**config.mk**
```make
export PLATFORM = sky130hd
export DESIGN_NAME = capture_compare_timer16
export DESIGN_NICKNAME = d
export VERILOG_FILES = /design/src/logic/clock_prescaler.v /design/src/logic/pin_edge_sync.v /design/src/logic/capture_compare_timer16.v
export VERILOG_INCLUDE_DIRS = /design/src /design/src/logic
export SDC_FILE = /design/constraint.sdc
export NUM_CORES = 1
export LEC_CHECK = 0
export ABC_AREA = 1
export BUFFER_PORTS_ARGS = -buffer_cell sky130_fd_sc_hd__buf_2
export CAP_MARGIN = 15
export CORE_MARGIN = 2
export CORE_UTILIZATION = 45
export CTS_BUF_LIST = sky130_fd_sc_hd__clkbuf_4 sky130_fd_sc_hd__clkbuf_8
export DETAILED_ROUTE_END_ITERATION = 7
export PLACE_DENSITY = 0.68
export REMOVE_ABC_BUFFERS = 1
export SLEW_MARGIN = 20
export SYNTH_ARGS = -nofsm -noshare
export SYNTH_HDL_FRONTEND = slang
export SYNTH_SLANG_ARGS = --single-unit
```
**constraint.sdc**
```tcl
create_clock -name pclk -period 1.53 [get_ports pclk]
set_input_delay 0.2295 -clock pclk [delete_from_list [all_inputs] [get_ports pclk]]
set_output_delay 0.2295 -clock pclk [all_outputs]
set_load 0.01 [all_outputs]
```
**src/logic/capture_compare_timer16_consts.vh**
```
/*
 * Constants of the 16-bit capture/compare timer: register indices, field
 * positions, reset values and the prescale figure.
 * Assumes an APB slave with 32-bit data; each register index sits at byte
 * address four times the index, 8-bit data in the low byte.
 */
// Overview of operation
// - counter advances every four clocks via fixed prescaler, wraps after 262,144 clocks.
// - software may read the counter anytime without disturbing counting.
// - capture and compare values appear as high and low 8-bit registers.
// - active capture pin edge copies the counter into the capture pair, except from capture high read until capture low read.
// - edge select 1 means rising, 0 falling; reset leaves it unchanged.
// - counter is compared with the compare pair every fourth clock.
// - on match compare pin takes level select bit; reset clears that bit.
// - capture interrupt enable bit, read/write, cleared by reset.
// - compare interrupt enable bit, read/write, cleared by reset.
// - overflow interrupt enable bit, read/write, cleared by reset.
// - capture flag clears after status read with flag set, then capture low read.
// - compare flag clears after status read with flag set, then compare low access.
// - overflow flag clears after status read with flag set, then counter low read.
// - writing compare high byte suppresses matches until compare low byte written.
`ifndef CAPTURE_COMPARE_TIMER16_CONSTS_VH
`define CAPTURE_COMPARE_TIMER16_CONSTS_VH

// ----------------------------------------------------------------------
// register indices (byte address = 4 * index)
// ----------------------------------------------------------------------
`define CCT_IDX_CONTROL      6'h12
`define CCT_IDX_FLAGS        6'h13
`define CCT_IDX_CAPTURE_HI   6'h14
`define CCT_IDX_CAPTURE_LO   6'h15
`define CCT_IDX_COMPARE_HI   6'h16
`define CCT_IDX_COMPARE_LO   6'h17
`define CCT_IDX_COUNTER_HI   6'h18
`define CCT_IDX_COUNTER_LO   6'h19
`define CCT_IDX_ALT_HI       6'h1A
`define CCT_IDX_ALT_LO       6'h1B
`define CCT_IDX_FLAG_CLEAR   6'h1C

// ----------------------------------------------------------------------
// field positions (control and flags share the top three bits)
// ----------------------------------------------------------------------
`define CCT_BIT_CAPTURE      7
`define CCT_BIT_COMPARE      6
`define CCT_BIT_OVERFLOW     5
`define CCT_BIT_EDGE         1
`define CCT_BIT_LEVEL        0

// ----------------------------------------------------------------------
// reset values and timing
// ----------------------------------------------------------------------
`define CCT_COUNTER_RESET    16'hFFFC
`define CCT_COMPARE_RESET    16'hFFFF
`define CCT_PRESCALE         4

`endif

```
**src/logic/clock_prescaler.v**
```verilog
/*
 * Fixed divider: one-cycle enable pulse every DIV clocks.
 * Assumes a single clock domain and asynchronous active-low reset.
 */
`timescale 1ns/1ps
`default_nettype none

module clock_prescaler
#(
    parameter DIV = 4,
    parameter W   = 2
)
(
    input  wire pclk,
    input  wire presetn,
    output reg  tick
);

    localparam [W-1:0] LAST = DIV[W-1:0] - 1'b1;

    reg [W-1:0] phase;

    // ----------------------------------------------------------------------
    // phase counter, pulse on the last phase
    // ----------------------------------------------------------------------
    always @(posedge pclk or negedge presetn)
    begin
        if (!presetn)
        begin
            phase <= {W{1'b0}};
            tick  <= 1'b0;
        end
        else
        begin
            tick <= (phase == LAST);
            if (phase == LAST)
                phase <= {W{1'b0}};
            else
                phase <= phase + {{(W-1){1'b0}}, 1'b1};
        end
    end

endmodule

`default_nettype wire

```
**src/logic/pin_edge_sync.v**
```verilog
/*
 * Four-flop synchroniser for an asynchronous pin with edge pulses.
 * Assumes the pin is unrelated to pclk; edges are seen from the second,
 * third and fourth stages only, so the first stage never feeds any decision.
 */
`timescale 1ns/1ps
`default_nettype none

module pin_edge_sync
(
    input  wire pclk,
    input  wire presetn,
    input  wire pin,
    output wire rise,
    output wire fall
);

    reg stage1;
    reg stage2;
    reg stage3;
    reg stage4;

    // ----------------------------------------------------------------------
    // shift chain; a change counts once stage2 and stage3 agree
    // ----------------------------------------------------------------------
    always @(posedge pclk or negedge presetn)
    begin
        if (!presetn)
        begin
            stage1 <= 1'b0;
            stage2 <= 1'b0;
            stage3 <= 1'b0;
            stage4 <= 1'b0;
        end
        else
        begin
            stage1 <= pin;
            stage2 <= stage1;
            stage3 <= stage2;
            stage4 <= stage3;
        end
    end

    assign rise = stage2 & stage3 & ~stage4;
    assign fall = ~stage2 & ~stage3 & stage4;

endmodule

`default_nettype wire

```
**src/logic/capture_compare_timer16.v**
```verilog
/*
 * 16-bit free-running timer with one input capture and one output compare
 * channel, registers on an APB slave (zero wait states).
 * Assumes pclk at 40 MHz, asynchronous active-low presetn, and an external
 * capture pin that is asynchronous to pclk.
 */
`timescale 1ns/1ps
`default_nettype none
`include "capture_compare_timer16_consts.vh"

module capture_compare_timer16
#(
    parameter AW = 8
)
(
    input  wire          pclk,
    input  wire          presetn,
    input  wire [AW-1:0] paddr,
    input  wire          psel,
    input  wire          penable,
    input  wire          pwrite,
    input  wire [31:0]   pwdata,
    output reg  [31:0]   prdata,
    output wire          pready,
    output reg           pslverr,
    input  wire          capture_input_pin,
    output reg           compare_output_pin,
    output wire          timer_irq
);

    // ----------------------------------------------------------------------
    // state
    // ----------------------------------------------------------------------
    reg  [15:0] count;
    reg  [15:0] capture_value;
    reg  [15:0] compare_value;
    reg  [7:0]  counter_lo_hold;
    reg         counter_lo_held;
    reg  [7:0]  alt_lo_hold;
    reg         alt_lo_held;
    reg         capture_inhibit;
    reg         compare_inhibit;
    reg         capture_irq_enable;
    reg         compare_irq_enable;
    reg         overflow_irq_enable;
    reg         capture_edge_select;
    reg         output_level_select;
    reg         capture_flag;
    reg         compare_match_flag;
    reg         overflow_flag;
    reg         capture_armed;
    reg         compare_armed;
    reg         overflow_armed;
    reg  [7:0]  next_rdata;
    reg         next_mapped;

    wire        tick;
    wire        pin_rise;
    wire        pin_fall;
    wire [5:0]  idx;
    wire        setup;
    wire        access;
    wire        rd;
    wire        wr;
    wire        edge_hit;
    wire        match_hit;
    wire        wrap_hit;
    wire [7:0]  control_view;
    wire [7:0]  flags_view;
    wire [7:0]  wbyte;

    // ----------------------------------------------------------------------
    // leaves
    // ----------------------------------------------------------------------
    clock_prescaler
    #(
        .DIV (`CCT_PRESCALE),
        .W   (2)
    )
    u_prescaler
    (
        .pclk    (pclk),
        .presetn (presetn),
        .tick    (tick)
    );

    pin_edge_sync u_capture_sync
    (
        .pclk    (pclk),
        .presetn (presetn),
        .pin     (capture_input_pin),
        .rise    (pin_rise),
        .fall    (pin_fall)
    );

    // ----------------------------------------------------------------------
    // bus decode; zero wait states, so pready stays high
    // ----------------------------------------------------------------------
    assign idx    = paddr[7:2];
    assign setup  = psel & ~penable;
    assign access = psel & penable;
    assign rd     = access & ~pwrite & ~pslverr;
    assign wr     = access & pwrite & ~pslverr;
    assign pready = 1'b1;
    assign wbyte  = pwdata[7:0];

    assign control_view = {capture_irq_enable, compare_irq_enable, overflow_irq_enable,
                           3'b000, capture_edge_select, output_level_select};
    assign flags_view   = {capture_flag, compare_match_flag, overflow_flag, 5'b00000};

    // ----------------------------------------------------------------------
    // timer events
    // ----------------------------------------------------------------------
    assign edge_hit  = (capture_edge_select ? pin_rise : pin_fall) & ~capture_inhibit;
    assign match_hit = tick & ~compare_inhibit & (count == compare_value);
    assign wrap_hit  = tick & (count == 16'hFFFF);

    // level interrupt: any flag whose enable is set
    assign timer_irq = (capture_flag & capture_irq_enable)
                     | (compare_match_flag & compare_irq_enable)
                     | (overflow_flag & overflow_irq_enable);

    // ----------------------------------------------------------------------
    // read mux, sampled in the setup cycle
    // ----------------------------------------------------------------------
    always @*
    begin
        next_rdata  = 8'h00;
        next_mapped = (paddr[1:0] == 2'b00) && ((paddr >> 8) == 0);
        case (idx)
            `CCT_IDX_CONTROL:    next_rdata = control_view;
            `CCT_IDX_FLAGS:      next_rdata = flags_view;
            `CCT_IDX_CAPTURE_HI: next_rdata = capture_value[15:8];
            `CCT_IDX_CAPTURE_LO: next_rdata = capture_value[7:0];
            `CCT_IDX_COMPARE_HI: next_rdata = compare_value[15:8];
            `CCT_IDX_COMPARE_LO: next_rdata = compare_value[7:0];
            `CCT_IDX_COUNTER_HI: next_rdata = count[15:8];
            `CCT_IDX_COUNTER_LO: next_rdata = counter_lo_held ? counter_lo_hold : count[7:0];
            `CCT_IDX_ALT_HI:     next_rdata = count[15:8];
            `CCT_IDX_ALT_LO:     next_rdata = alt_lo_held ? alt_lo_hold : count[7:0];
            `CCT_IDX_FLAG_CLEAR: next_rdata = 8'h00;                 // write-only
            default:             next_mapped = 1'b0;
        endcase
    end

    // data and error come from flops set up one cycle before the access
    always @(posedge pclk or negedge presetn)
    begin
        if (!presetn)
        begin
            prdata  <= 32'h0000_0000;
            pslverr <= 1'b0;
        end
        else if (setup)
        begin
            prdata  <= {24'h00_0000, next_rdata};
            pslverr <= ~next_mapped;
        end
        else if (!psel)
        begin
            pslverr <= 1'b0;
        end
    end

    // ----------------------------------------------------------------------
    // free-running counter; reads never touch it
    // ----------------------------------------------------------------------
    always @(posedge pclk or negedge presetn)
    begin
        if (!presetn)
            count <= `CCT_COUNTER_RESET;
        else if (tick)
            count <= count + 16'h0001;
    end

    // ----------------------------------------------------------------------
    // counter low-byte holds: reading the high byte freezes the low byte
    // until it is read, so a two-byte read is coherent
    // ----------------------------------------------------------------------
    always @(posedge pclk or negedge presetn)
    begin
        if (!presetn)
        begin
            counter_lo_hold <= 8'h00;
            counter_lo_held <= 1'b0;
            alt_lo_hold     <= 8'h00;
            alt_lo_held     <= 1'b0;
        end
        else
        begin
            if (setup && !pwrite && idx == `CCT_IDX_COUNTER_HI)
            begin
                counter_lo_hold <= count[7:0];
                counter_lo_held <= 1'b1;
            end
            else if (rd && idx == `CCT_IDX_COUNTER_LO)
                counter_lo_held <= 1'b0;
            if (setup && !pwrite && idx == `CCT_IDX_ALT_HI)
            begin
                alt_lo_hold <= count[7:0];
                alt_lo_held <= 1'b1;
            end
            else if (rd && idx == `CCT_IDX_ALT_LO)
                alt_lo_held <= 1'b0;
        end
    end

    // ----------------------------------------------------------------------
    // input capture; reading the high byte blocks capture until low is read
    // ----------------------------------------------------------------------
    always @(posedge pclk or negedge presetn)
    begin
        if (!presetn)
        begin
            capture_value   <= 16'h0000;
            capture_inhibit <= 1'b0;
        end
        else
        begin
            if (edge_hit)
                capture_value <= count;
            if (rd && idx == `CCT_IDX_CAPTURE_HI)
                capture_inhibit <= 1'b1;
            else if (rd && idx == `CCT_IDX_CAPTURE_LO)
                capture_inhibit <= 1'b0;
        end
    end

    // ----------------------------------------------------------------------
    // output compare; high-byte write stalls matching until the low byte
    // ----------------------------------------------------------------------
    always @(posedge pclk or negedge presetn)
    begin
        if (!presetn)
        begin
            compare_value      <= `CCT_COMPARE_RESET;
            compare_inhibit    <= 1'b0;
            compare_output_pin <= 1'b0;
        end
        else
        begin
            if (wr && idx == `CCT_IDX_COMPARE_HI)
            begin
                compare_value[15:8] <= wbyte;
                compare_inhibit     <= 1'b1;
            end
            else if (wr && idx == `CCT_IDX_COMPARE_LO)
            begin
                compare_value[7:0] <= wbyte;
                compare_inhibit    <= 1'b0;
            end
            if (match_hit)
                compare_output_pin <= output_level_select;
        end
    end

    // ----------------------------------------------------------------------
    // control register
    // ----------------------------------------------------------------------
    always @(posedge pclk or negedge presetn)
    begin
        if (!presetn)
        begin
            capture_irq_enable  <= 1'b0;
            compare_irq_enable  <= 1'b0;
            overflow_irq_enable <= 1'b0;
            output_level_select <= 1'b0;
        end
        else if (wr && idx == `CCT_IDX_CONTROL)
        begin
            capture_irq_enable  <= wbyte[`CCT_BIT_CAPTURE];
            compare_irq_enable  <= wbyte[`CCT_BIT_COMPARE];
            overflow_irq_enable <= wbyte[`CCT_BIT_OVERFLOW];
            output_level_select <= wbyte[`CCT_BIT_LEVEL];
        end
    end

    // edge select survives reset on purpose, so it has no reset branch
    always @(posedge pclk)
    begin
        if (wr && idx == `CCT_IDX_CONTROL)
            capture_edge_select <= wbyte[`CCT_BIT_EDGE];
    end

    // ----------------------------------------------------------------------
    // flags: a status read arms the clear, the low-byte access does it;
    // a new event in the clearing cycle wins
    // ----------------------------------------------------------------------
    always @(posedge pclk or negedge presetn)
    begin
        if (!presetn)
        begin
            capture_flag       <= 1'b0;
            compare_match_flag <= 1'b0;
            overflow_flag      <= 1'b0;
            capture_armed      <= 1'b0;
            compare_armed      <= 1'b0;
            overflow_armed     <= 1'b0;
        end
        else
        begin
            if (rd && idx == `CCT_IDX_FLAGS)
            begin
                capture_armed  <= capture_flag;
                compare_armed  <= compare_match_flag;
                overflow_armed <= overflow_flag;
            end
            // capture flag
            if (edge_hit)
                capture_flag <= 1'b1;
            else if ((capture_armed && rd && idx == `CCT_IDX_CAPTURE_LO)
                     || (wr && idx == `CCT_IDX_FLAG_CLEAR && wbyte[`CCT_BIT_CAPTURE]))
            begin
                capture_flag  <= 1'b0;
                capture_armed <= 1'b0;
            end
            // compare flag: read or write of the low byte
            if (match_hit)
                compare_match_flag <= 1'b1;
            else if ((compare_armed && access && !pslverr && idx == `CCT_IDX_COMPARE_LO)
                     || (wr && idx == `CCT_IDX_FLAG_CLEAR && wbyte[`CCT_BIT_COMPARE]))
            begin
                compare_match_flag <= 1'b0;
                compare_armed      <= 1'b0;
            end
            // overflow flag: the alternate low byte does not clear it
            if (wrap_hit)
                overflow_flag <= 1'b1;
            else if ((overflow_armed && rd && idx == `CCT_IDX_COUNTER_LO)
                     || (wr && idx == `CCT_IDX_FLAG_CLEAR && wbyte[`CCT_BIT_OVERFLOW]))
            begin
                overflow_flag  <= 1'b0;
                overflow_armed <= 1'b0;
            end
        end
    end

endmodule

`default_nettype wire

```
==> flow_summary.yaml <==
detailed_routing:
  drcViolationCount: 0
  num_vias: 4834
  wl_um: 14700
  first_pass_iters: 5
  vias_per_cell: 4.99
  drt_iter0_drc: 330
  ant_nets: 0
  routedWlPerCell_um: 15.2
synthesis:
  synth_area_leader_cell: "dfrtp_1"
  postSynthAreaPerCell_um2: 7.49
  synthFlopType: "dfrtp_1"
  synth_top_cell_area_share_pct: 30.1
  synthDistinctLibCells: 33
  synthTopCellsByArea: "dfrtp_1 (30%), nand2_1 (18%), dfstp_2 (15%), nor2_1 (5.3%), inv_1 (4.6%)"
  synth_seq_cells: 96
  syn_inst: 722
  ys_seq_area_share_pct: 45.2
  synthArstFlopShare_pct: 99.0
  synth-edff-count: 1
  syn-cell-area_um2: 5410
  yosys_warnings: 0
critical_path:
  path_max_fanout: 3
  cpMostUsedCell: "nand2_1"
  crit_type: "flop to flop"
  crit_chain: "ha_4, nand2_4, nor3_4, nand2_2, nor3_4, nand2_1, nand2_1, nand2_1, inv_1"
  cp.required_ns: 1.86
  crit_path_end_kind: "flop"
  crit_arrival_ns: 1.81
  crit_path_max_incr_delay_ns: 0.43
  ff2ff_setup_slack_ns: 0.05
  start_kind: "flop"
  crit_path_top_delay_cell: "dfrtp_1"
grt:
  met2_usage_pct: 38.4
  grt_pass1_vias: 4492
  grtUsageMet1_pct: 33.5
  grtUsageTotal_pct: 24.0
  grt_use_met3_pct: 3.83
  busiest_layer: "met2"
  gr-total-overflow: 0
  grt_pass1_wl_um: 23600
  antenna_found_initial: 0
  grt_max_degree: 38
clock_network:
  cts_buffers: 9
  clock-root-buffer: "clkbuf_8"
  clock-sinks: 96
  htree_levels: 3
  clk_latency_ns: 0.39
  cts_buffer_depth: 2
  clk_pin_slew_ns: 0.10
  tritoncts: "yes"
die:
  pin_count: 82
  die_h_um: 114
  core_region_area_um2: 11900
  start_util_pct: 45.6
  fp.dieW_um: 114
  rows: 40
  die_area_um2: 12900
finish:
  final_cell_mix: "nand2_1 (253), nor2_1 (70), dfrtp_1 (64)"
  multi_input_area_um2: 2590
  regArea_um2: 2450
  final_common_cell: "nand2_1"
  syn2layout_area_growth_pct: 18.1
  fill_cells: 1153
  finish.utilization_pct: 53.9
  drive_gt1_share_pct: 25.3
  antenna_cells: 0
  nNetsFinal: 864
placement:
  gp_congestion: 1.00
  portBuffers: 32
  place_hpwl_um: 11400
  preCtsSetupSlack_ns: -0.0283
power_and_ir_drop:
  powerDensity_nw_per_um2: 747
  pwr-share-comb_pct: 10.4
  intPower_mw: 3.44
  p_clk_share_pct: 32.7
  ir_drop_mv: 0.444
  swShare_pct: 28.0
  power.leakage_nw: 3.22
  power_switching_mw: 1.34
  pwr-share-seq_pct: 56.9
timing:
  fin_ws_ns: 0.0506
  skew_ns: 0.00835
  slew_viol_final: 0
  max_freq_mhz: 676
  finalSetupViolCount: 0
  hold_viol_final: 0
  fin_crit_sh_pct: 96.7
  tns_ns: 0
  rsz0062_at_grt: "yes"
  fin_crit_ns: 1.48
job:
  drv_cap: 0
min_path:
  hp-class: "primary input to flop"
run_status:
  status: "complete, no violations"
per-stage QoR:
stage	power, mW	area (µm²)	hold WS [ns]	instances
final	4.77	6390	0.0320	968
after global placement	3.24	6070	0.112	944
after detailed placement	3.25	6070	0.119	944
after floorplan	3.00	5230	-0.0661	706
after global routing	4.98	6390	0.0233	968
after CTS	4.80	6270	0.0225	962
state kept, by name, indices dropped and copies added (netlist names), 2 cells and up:
signal,count
u_prescaler.phase,2
prdata,8
compare_value,16
capture_value,16
counter_lo_hold,8
alt_lo_hold,8
count,16
final timing paths:
path                                            startpoint                         endpoint  cells past startpoint
max                                   count[1]$_DFFE_PN0P_            count[14]$_DFFE_PN1P_                      9
min                                              pwdata[1]    capture_edge_select$_DFFE_PP_                      1
max reg2reg                           count[1]$_DFFE_PN0P_            count[14]$_DFFE_PN1P_                      9
min reg2reg                u_capture_sync.stage1$_DFF_PN0_  u_capture_sync.stage2$_DFF_PN0_                      0
max in group asynchronous                          presetn     compare_value[5]$_DFFE_PN1P_                      3
min in group asynchronous                          presetn              pslverr$_DFFE_PN0P_                      2
Yosys cell counts (2+ instances only):
cell	number
nand3_2	2
buf_4	25
nand3b_1	2
nor3_1	5
o21ai_0	49
a21oi_1	11
inv_1	66
clkbuf_2	2
clkbuf_1	7
nor3_2	3
xor2_1	12
nand4_1	4
ha_1	2
inv_2	6
nand2_1	256
nor2_2	5
dfstp_2	30
nor2_1	76
nor2_4	10
conb_1	2
o21ai_2	16
nand2_2	2
buf_2	2
dfrtp_1	65
buf_6	3
nand3_1	48
nand3_4	2
o21ai_1	4
cell type report:
type | count | area share (%)
Clock inverter | 5 | 0.529
Sequential cell | 96 | 38.3
Tap cell | 147 | 2.88
Timing Repair Buffer | 99 | 11.3
Clock buffer | 11 | 2.17
Multi-Input combinational cell | 538 | 40.6
Inverter | 72 | 4.23
power by group through the flow:
stage	Combinational, mW	Sequential [mW]	Clock (mW)
global placement	0.478	2.76	0
global route	0.558	2.73	1.70
finish	0.495	2.72	1.56
detailed placement	0.488	2.76	0
CTS	0.493	2.72	1.59
floorplan	0.256	2.75	0
routing by layer:
layer / share of wire [%] / routed length [µm]
met3: 5.7 / 840
met4: 1.9 / 274
met1: 46 / 6820
met2: 46 / 6760
met5: 0 / 0
worst max-delay path, delay by kind of cell, from the launching register on:
kind          cells  cell delay, ns
fa+ha+maj         1            0.17
simple gates      7            0.76
flops             1            0.43
buf+inv           1            0.05
timing repair:
item / 4_1_cts / 5_1_grt
setup endpoints to repair: 4 / 14
hold buffers: 2 / 0
pin swaps: 0 / 10
resized for setup: 2 / 22
setup buffers: 0 / 6
endpoints found under the hold margin: 26 / 0
logic make-up (layout without fill, tap and decap cells):
| family | after synthesis | count (layout) | synth area share, % |
|---|---|---|---|
| flops | 96 | 96 | 45.2 |
| other cells | 2 | 25 | 0.139 |
| buf+inv | 111 | 187 | 9.95 |
| fa+ha+maj | 2 | 2 | 0.463 |
| xor+xnor | 13 | 13 | 2.11 |
| compound gates | 82 | 82 | 8.79 |
| simple gates | 416 | 416 | 33.4 |
(Power assumes the default switching activity.)
